### config.mk
export PLATFORM = sky130hd
export DESIGN_NAME = eeprom_cpu_end_flat
export DESIGN_NICKNAME = d
export VERILOG_FILES = /design/src/hdl/eeprom_pkg.sv /design/src/hdl/eeprom_io_if.sv /design/src/hdl/eeprom_cpu_end.sv /design/src/flat_wrapper.sv
export SDC_FILE = /design/constraint.sdc
export NUM_CORES = 1
export LEC_CHECK = 0
export ABC_AREA = 0
export BUFFER_PORTS_ARGS = -buffer_cell sky130_fd_sc_hd__buf_2
export CORE_MARGIN = 4
export CORE_UTILIZATION = 40
export DETAILED_ROUTE_END_ITERATION = 7
export GPL_TIMING_DRIVEN = 0
export PLACE_DENSITY = 0.7
export RECOVER_POWER = 50
export SKIP_LAST_GASP = 1
export SLEW_MARGIN = 5
export SYNTH_ARGS = -nofsm -noshare
export SYNTH_HDL_FRONTEND = slang
export SYNTH_SLANG_ARGS = --single-unit
### constraint.sdc
create_clock -name clk_sys -period 3.2 [get_ports clk_sys]
set_input_delay 0.16 -clock clk_sys [delete_from_list [all_inputs] [get_ports clk_sys]]
set_output_delay 0.16 -clock clk_sys [all_outputs]
set_load 0.01 [all_outputs]
### src/hdl/eeprom_pkg.sv
// shared constants for the eeprom byte access controller and its cpu end
package eeprom_pkg;

    // ==========================================================
    // array geometry
    localparam int EE_DEPTH      = 512;
    localparam int EE_ADDR_WIDTH = 9;
    localparam int EE_DATA_WIDTH = 8;
    localparam int ADDR_LOW_BITS = 8;  // address bits held in the low register

    // ==========================================================
    // io register indexes seen by the cpu
    localparam logic [1:0] REG_ADDR_LOW  = 2'h0;
    localparam logic [1:0] REG_ADDR_HIGH = 2'h1;
    localparam logic [1:0] REG_DATA      = 2'h2;
    localparam logic [1:0] REG_CONTROL   = 2'h3;

    // ==========================================================
    // control register bit positions
    localparam int CTL_READ_STROBE  = 0;
    localparam int CTL_WRITE_STROBE = 1;
    localparam int CTL_MASTER_WE    = 2;
    localparam int CTL_READY_IE     = 3;

    // ==========================================================
    // timing
    localparam int CLK_HZ             = 40_000_000;
    localparam int OSC_HZ             = 1_000_000;
    localparam int WRITE_OSC_CYCLES   = 8448;
    localparam int WRITE_CYCLES_DFLT  = WRITE_OSC_CYCLES * (CLK_HZ / OSC_HZ);
    localparam int MWE_WINDOW_CYCLES  = 4;
    localparam int READ_STALL_CYCLES  = 4;
    localparam int WRITE_STALL_CYCLES = 2;

    // ==========================================================
    // avalon register byte offsets of the cpu end
    localparam logic [3:0] AV_ADDR   = 4'h0;
    localparam logic [3:0] AV_DATA   = 4'h4;
    localparam logic [3:0] AV_CMD    = 4'h8;
    localparam logic [3:0] AV_STATUS = 4'hC;

    // command register bits
    localparam int CMD_READ      = 0;
    localparam int CMD_WRITE     = 1;
    localparam int CMD_READY_IE  = 2;
    localparam int CMD_GLOBAL_IE = 3;

    // status register bits
    localparam int ST_BUSY       = 0;
    localparam int ST_IRQ        = 1;
    localparam int ST_WRITING    = 2;
    localparam int ST_FLASH_BUSY = 3;

endpackage : eeprom_pkg

### src/hdl/eeprom_io_if.sv
// io register link between the cpu end and the eeprom controller
`timescale 1ns/100ps

interface eeprom_io_if;
    logic [1:0] addr;       // register index
    logic [7:0] wdata;      // write data
    logic       we;         // one-cycle write
    logic       re;         // one-cycle read
    logic [7:0] rdata;      // read data, valid the cycle after re
    logic       stall;      // cpu halted
    logic       irq;        // eeprom ready interrupt level
    logic       global_ie;  // global interrupt enable of the cpu
    logic       flash_busy; // self program enable flag

    modport device (input addr, wdata, we, re, global_ie, flash_busy,
                    output rdata, stall, irq);
    modport cpu    (output addr, wdata, we, re, global_ie, flash_busy,
                    input rdata, stall, irq);
endinterface : eeprom_io_if

### src/hdl/eeprom_cpu_end.sv
// cpu end: runs eeprom read and write sequences on avalon commands
`timescale 1ns/100ps

module eeprom_cpu_end (
    input  wire logic        clk_sys,
    input  wire logic        resetn,
    input  wire logic [3:0]  avs_address,
    input  wire logic        avs_read,
    input  wire logic        avs_write,
    input  wire logic [31:0] avs_writedata,
    output logic      [31:0] avs_readdata,
    output logic             avs_waitrequest,
    input  wire logic        flash_prog_busy,
    eeprom_io_if.cpu         io
);

    // ==========================================================
    // sequencer states
    typedef enum logic [8:0] {
        S_IDLE  = 9'h001,
        S_POLL  = 9'h002,
        S_AHIGH = 9'h004,
        S_ALOW  = 9'h008,
        S_DATA  = 9'h010,
        S_MWE   = 9'h020,
        S_STROB = 9'h040,
        S_RDATA = 9'h080,
        S_DONE  = 9'h100
    } seq_state_t;

    seq_state_t state;
    logic [8:0] cmd_addr;
    logic [7:0] cmd_data;
    logic [7:0] read_byte;
    logic       op_write;
    logic       ready_ie;
    logic       global_ie;
    logic       dev_writing;
    logic       settle;
    logic       sample;
    logic       av_wr;
    logic       cmd_go;
    logic [7:0] ctl_base;

    // ==========================================================
    // avalon handshake: one wait cycle, then the answer
    assign av_wr  = avs_write && !avs_waitrequest;
    assign cmd_go = av_wr && (avs_address == eeprom_pkg::AV_CMD) && (state == S_IDLE)
                    && (avs_writedata[eeprom_pkg::CMD_READ]
                        || avs_writedata[eeprom_pkg::CMD_WRITE]);

    always_ff @(posedge clk_sys or negedge resetn)
    begin
        if (!resetn)
        begin
            avs_waitrequest <= 1'b1;
            avs_readdata    <= '0;
        end
        else if ((avs_read || avs_write) && avs_waitrequest)
        begin
            avs_waitrequest <= 1'b0;
            if (avs_address == eeprom_pkg::AV_ADDR)
            begin
                avs_readdata <= 32'(cmd_addr);
            end
            else if (avs_address == eeprom_pkg::AV_DATA)
            begin
                avs_readdata <= 32'(read_byte);
            end
            else if (avs_address == eeprom_pkg::AV_CMD)
            begin
                avs_readdata <= (32'(ready_ie) << eeprom_pkg::CMD_READY_IE)
                              | (32'(global_ie) << eeprom_pkg::CMD_GLOBAL_IE);
            end
            else if (avs_address == eeprom_pkg::AV_STATUS)
            begin
                avs_readdata <= (32'(state != S_IDLE) << eeprom_pkg::ST_BUSY)
                              | (32'(io.irq) << eeprom_pkg::ST_IRQ)
                              | (32'(dev_writing) << eeprom_pkg::ST_WRITING)
                              | (32'(io.flash_busy) << eeprom_pkg::ST_FLASH_BUSY);
            end
            else
            begin
                avs_readdata <= '0;
            end
        end
        else
        begin
            avs_waitrequest <= 1'b1;
        end
    end

    // ==========================================================
    // software registers, address and data frozen while busy
    always_ff @(posedge clk_sys or negedge resetn)
    begin
        if (!resetn)
        begin
            cmd_addr  <= '0;
            cmd_data  <= '0;
            ready_ie  <= 1'b0;
            global_ie <= 1'b0;
        end
        else if (av_wr)
        begin
            if (avs_address == eeprom_pkg::AV_ADDR && state == S_IDLE)
            begin
                cmd_addr <= avs_writedata[8:0];
            end
            else if (avs_address == eeprom_pkg::AV_DATA && state == S_IDLE)
            begin
                cmd_data <= avs_writedata[7:0];
            end
            else if (avs_address == eeprom_pkg::AV_CMD)
            begin
                ready_ie  <= avs_writedata[eeprom_pkg::CMD_READY_IE];
                global_ie <= avs_writedata[eeprom_pkg::CMD_GLOBAL_IE];
            end
        end
    end

    // control byte common to both control writes
    always_comb
    begin
        ctl_base = '0;
        ctl_base[eeprom_pkg::CTL_READY_IE]  = ready_ie;
        ctl_base[eeprom_pkg::CTL_MASTER_WE] = op_write;
    end

    // ==========================================================
    // io sequencer: issue one access, settle one cycle (two for a read), then advance
    always_ff @(posedge clk_sys or negedge resetn)
    begin
        if (!resetn)
        begin
            state       <= S_IDLE;
            op_write    <= 1'b0;
            settle      <= 1'b0;
            sample      <= 1'b0;
            dev_writing <= 1'b0;
            read_byte   <= '0;
            io.addr     <= '0;
            io.wdata    <= '0;
            io.we       <= 1'b0;
            io.re       <= 1'b0;
        end
        else
        begin
            io.we  <= 1'b0;
            io.re  <= 1'b0;
            settle <= 1'b0;
            sample <= 1'b0;
            if (cmd_go)
            begin
                op_write <= avs_writedata[eeprom_pkg::CMD_WRITE];
                state    <= S_POLL;
            end
            else if (settle)
            begin
                case (state)
                    S_POLL:  sample <= 1'b1; // read data lands a cycle after re
                    S_AHIGH: state <= S_ALOW;
                    S_ALOW:  state <= op_write ? S_DATA : S_STROB;
                    S_DATA:  state <= S_MWE;
                    S_MWE:   state <= S_STROB;
                    S_STROB: state <= op_write ? S_DONE : S_RDATA;
                    S_RDATA: sample <= 1'b1;
                    default: state <= S_IDLE;
                endcase
            end
            // second settle cycle of a read: rdata now holds the answer
            else if (sample)
            begin
                if (state == S_POLL)
                begin
                    dev_writing <= io.rdata[eeprom_pkg::CTL_WRITE_STROBE];
                    if (!io.rdata[eeprom_pkg::CTL_WRITE_STROBE]
                        && !(op_write && io.flash_busy))
                    begin
                        state <= S_AHIGH;
                    end
                end
                else
                begin
                    read_byte <= io.rdata;
                    state     <= S_DONE;
                end
            end
            else if (state == S_DONE)
            begin
                state <= S_IDLE;
            end
            else if (state != S_IDLE && !io.stall)
            begin
                settle <= 1'b1;
                case (state)
                    S_POLL:
                    begin
                        io.addr <= eeprom_pkg::REG_CONTROL;
                        io.re   <= 1'b1;
                    end
                    S_AHIGH:
                    begin
                        io.addr  <= eeprom_pkg::REG_ADDR_HIGH;
                        io.wdata <= 8'(cmd_addr[8]);
                        io.we    <= 1'b1;
                    end
                    S_ALOW:
                    begin
                        io.addr  <= eeprom_pkg::REG_ADDR_LOW;
                        io.wdata <= cmd_addr[7:0];
                        io.we    <= 1'b1;
                    end
                    S_DATA:
                    begin
                        io.addr  <= eeprom_pkg::REG_DATA;
                        io.wdata <= cmd_data;
                        io.we    <= 1'b1;
                    end
                    S_MWE:
                    begin
                        io.addr  <= eeprom_pkg::REG_CONTROL;
                        io.wdata <= ctl_base;
                        io.we    <= 1'b1;
                    end
                    S_STROB:
                    begin
                        io.addr  <= eeprom_pkg::REG_CONTROL;
                        io.wdata <= ctl_base
                                    | (8'(op_write) << eeprom_pkg::CTL_WRITE_STROBE)
                                    | (8'(!op_write) << eeprom_pkg::CTL_READ_STROBE);
                        io.we    <= 1'b1;
                    end
                    default:
                    begin
                        io.addr <= eeprom_pkg::REG_DATA;
                        io.re   <= 1'b1;
                    end
                endcase
            end
        end
    end

    // ==========================================================
    // flash flag registered as is, global enable masked through a write sequence
    always_ff @(posedge clk_sys or negedge resetn)
    begin
        if (!resetn)
        begin
            io.flash_busy <= 1'b0;
            io.global_ie  <= 1'b0;
        end
        else
        begin
            io.flash_busy <= flash_prog_busy;
            io.global_ie  <= global_ie && !(op_write && state != S_IDLE);
        end
    end

endmodule : eeprom_cpu_end

### src/flat_wrapper.sv
// flat-port wrapper written by rule: the top's interface ports become plain ports
module eeprom_cpu_end_flat 
  (clk_sys, resetn, avs_address, avs_read, avs_write, avs_writedata, avs_readdata, avs_waitrequest, flash_prog_busy, io_addr, io_wdata, io_we, io_re, io_global_ie, io_flash_busy, io_rdata, io_stall, io_irq);
  eeprom_io_if io_i ();
  input  wire logic clk_sys;
  input  wire logic resetn;
  input  wire logic [3:0] avs_address;
  input  wire logic avs_read;
  input  wire logic avs_write;
  input  wire logic [31:0] avs_writedata;
  output logic      [31:0] avs_readdata;
  output logic avs_waitrequest;
  input  wire logic flash_prog_busy;
  output wire logic [$bits(io_i.addr)-1:0] io_addr;
  output wire logic [$bits(io_i.wdata)-1:0] io_wdata;
  output wire logic [$bits(io_i.we)-1:0] io_we;
  output wire logic [$bits(io_i.re)-1:0] io_re;
  output wire logic [$bits(io_i.global_ie)-1:0] io_global_ie;
  output wire logic [$bits(io_i.flash_busy)-1:0] io_flash_busy;
  input wire logic [$bits(io_i.rdata)-1:0] io_rdata;
  input wire logic [$bits(io_i.stall)-1:0] io_stall;
  input wire logic [$bits(io_i.irq)-1:0] io_irq;
  assign io_addr = io_i.addr;
  assign io_wdata = io_i.wdata;
  assign io_we = io_i.we;
  assign io_re = io_i.re;
  assign io_global_ie = io_i.global_ie;
  assign io_flash_busy = io_i.flash_busy;
  assign io_i.rdata = io_rdata;
  assign io_i.stall = io_stall;
  assign io_i.irq = io_irq;
  eeprom_cpu_end u_core (.clk_sys(clk_sys), .resetn(resetn), .avs_address(avs_address), .avs_read(avs_read), .avs_write(avs_write), .avs_writedata(avs_writedata), .avs_readdata(avs_readdata), .avs_waitrequest(avs_waitrequest), .flash_prog_busy(flash_prog_busy), .io(io_i));
endmodule
==> results.cfg <==
[layout]
areaGrowthSynthToFinish_pct = 20.46
multi_input_area_sq_um = 1476
final_layout_size_suffix_gt1_frac = 0.3510
nNetsFinal = 405
diodes = 0
nFillCells = 738
ff_latch_area_sq_um = 1604

[timing]
skew_ns = 0.007995
fmax_mhz = 435.5
finalCriticalPeriod_ns = 2.296
worstMarginPinSlew_ns = 1.579
rsz0062_at_grt = false
slew_viol_final = 65
final-hold-violation-count = 0
setup_viol_count_final = 0
maxSlewHeadroom = -0.05278
period_share = 0.7175
timing.setup.tns_ns = 0

[worst_setup_path]
crit_fanout = 9
critPathLaunchType = register
required_ns = 3.42
path_cells = nor4_4 -> nand4_2 -> nor2b_1 -> and3b_1 -> buf_4 -> mux2_2
crit_arrival_ns = 2.52
r2r-end = u_core.cmd_addr[0]
cpPeakStageDelay_ns = 0.48
r2r_start = u_core.state[5]
rr_worst_depth = 6
end_kind = register
r2r_setup_slack_ns = 0.90
crit_type = reg -> reg
slowest_stage = dfrtp_1

[power_and_ir_drop]
p_per_area_nw_per_um2 = 692.9
peakVddDrop_uv = 348.1
leakagePower_nw = 1.855
power_w = 0.002740

[synth]
synth-edff-count = 0
netlist_area_sq_um = 3283
async_reset_ff_frac = 1.000
synthTopCellsByArea = dfrtp_1 (47%), mux2_2 (9.6%), buf_4 (5.9%), a22o_1 (2.4%), o2bb2ai_1 (2.1%)
yosysUniqueCellTypes = 59
synth_top_area_cell = dfrtp_1
ys_seq_elements = 64
synth_ff_type = dfrtp_1
syn_area_per_cell_sq_um = 12.21
syn-instance-count = 269
yosys-top-cells-count = dfrtp_1 (62), mux2_2 (28), buf_4 (26), nor2_1 (14), nand2_1 (12)
synth_most_common_cell = dfrtp_1
synth.yosys.seq_area_share = 0.4886
yosysWarnings = 0
synth_top_area_share = 0.4726

[clock_network]
cts-htree-levels = 3
cts.repair.resized = 0
clk-insertion-delay-late_ns = 0.34
clkTransAtPathRegs_ns = 0.07
cts_buffer_depth = 2
cts-root-buf = clkbuf_8
cts_tree = done
clock-sinks = 64
numCtsBuffers = 9

[min_path]
hold_end = u_core.cmd_addr[8]
hp-class = in -> reg
hold_depth = 2
hp-start = avs_writedata[8]

[route]
ant_nets = 0
routed_wl_microns = 7241
via_per_inst = 5.082
initialDrtViolationCount = 130
firstDrtPassIters = 5
vias = 2343
drcViolationCount = 0
wire_per_inst_microns = 15.71

[global_route]
grt_max_degree = 65
grt_pass1_wl_microns = 12100
antenna_found_initial = 0
grtUsageTotal = 0.1562
grt_pass1_vias = 2457
overflow = 0

[status]
outcome = finished with violations
violations = capacitance limit, slew limit

[job]
maxCapViolCount = 1

[floorplan]
rows = 32
initial_core_util = 0.4184
die_h_microns = 98.60
die_area_sq_um = 9721
core_sq_um = 7848
pin_count = 98
die_w_microns = 98.60

[placed_design]
port-buffer-count = 50
place_congestion = 0.8005
dp_hpwl_microns = 5416
## placed cells by master (no fill, tap or decap), types with 2 or more instances in the layout
cell type	count
nor2_1	14
buf_6	5
conb_1	23
o21ai_0	9
nand2b_1	4
inv_1	5
mux2i_1	6
clkbuf_1	27
bufinv_16	2
nor3_1	5
or3_1	4
mux4_2	2
nand3_1	3
a21oi_1	2
nand2_1	12
dfstp_2	2
nor2b_1	4
buf_4	26
clkinv_2	3
nor3_4	2
dlygate4sd3_1	2
clkbuf_8	10
xnor2_1	4
o2bb2ai_1	8
nor4_4	3
mux2_1	5
a222oi_1	2
and4_1	2
nand4_1	2
dfrtp_1	62
mux2_2	28
a22o_1	9
a31oi_1	4
buf_2	26
## final cells by class
class,instances,share of cell area
Buffer,35,0.06738
Clock buffer,10,0.03480
Clock inverter,6,0.02088
Inverter,5,0.004745
Multi-Input combinational cell,187,0.3733
Sequential cell,64,0.4056
Tap cell,102,0.03227
Timing Repair Buffer,52,0.06106
## sequential cells by signal (all words and copies together) (netlist names), 2 cells and up
name / flops
u_core.cmd_data: 8
u_core.avs_readdata: 9
u_core.state: 9
u_core.io.addr: 2
u_core.io.wdata: 8
u_core.cmd_addr: 9
u_core.read_byte: 8
## how the worst max path moves through the flow
| stage | from | to | slack (ns) | depth (start not counted) |
|---|---|---|---|---|
| floorplan | u_core.state[5] | u_core.cmd_addr[0] | 1.20 | 6 |
| global placement | u_core.state[5] | u_core.io.wdata[1] | 0.97 | 5 |
| detailed placement | u_core.state[5] | u_core.io.wdata[3] | 0.94 | 5 |
| CTS | u_core.state[5] | u_core.cmd_addr[0] | 0.93 | 6 |
| global route | u_core.state[5] | u_core.cmd_addr[2] | 0.76 | 6 |
| finish | u_core.state[5] | u_core.cmd_addr[0] | 0.90 | 6 |
## through the flow
stage	area [sq um]	hold WS, ns	setup slack, ns	instances	util
after global routing	3955	0.03687	0.7600	461	0.5040
final	3955	0.04667	0.9040	461	0.5040
after CTS	3986	0.02779	0.9260	461	0.5080
after floorplan	3366	-0.1356	1.204	291	-
after detailed placement	3746	0.2708	0.9374	443	0.4774
after global placement	3744	0.2706	0.9723	443	0.4770
## metal layers
layer / vias to the layer above / share of wire / global-route usage
met4: 0 / 0.013 / 0.05042
met3: 9 / 0.054 / 0.03963
met1: 1151 / 0.42 / 0.1916
li1: 1114 / - / -
met2: 69 / 0.51 / 0.2694
met5: - / 0 / 0
## report_power, final
part           switching, W  total (W)  internal [W]
Clock              0.000310   0.000766      0.000455
Combinational      0.000459   0.000836      0.000377
Sequential         0.000139    0.00114      0.000999
## what timing repair did
item,in CTS,in global routing
hold endpoints to repair,63,0
hold buffers,2,0
setup buffers,0,0
## worst max-delay path: cells and delay by family, from the launching register on
| family | cells | cell delay [ns] |
|---|---|---|
| buffers and inverters | 1 | 0.18 |
| DFF | 1 | 0.48 |
| muxes | 1 | 0.36 |
| and+or+nand+nor | 4 | 1.15 |
## cell families after synthesis
| logic type | count (synthesis) | synth area share |
|---|---|---|
| XOR/XNOR | 5 | 0.01334 |
| AND/OR/NAND/NOR | 71 | 0.1494 |
| multiplexers | 41 | 0.1452 |
| flip-flops | 64 | 0.4886 |
| buffers and inverters | 40 | 0.08689 |
| AO/OA/AOI/OAI | 47 | 0.1155 |
| other | 1 | 0.001142 |
(Power assumes the default switching activity.)
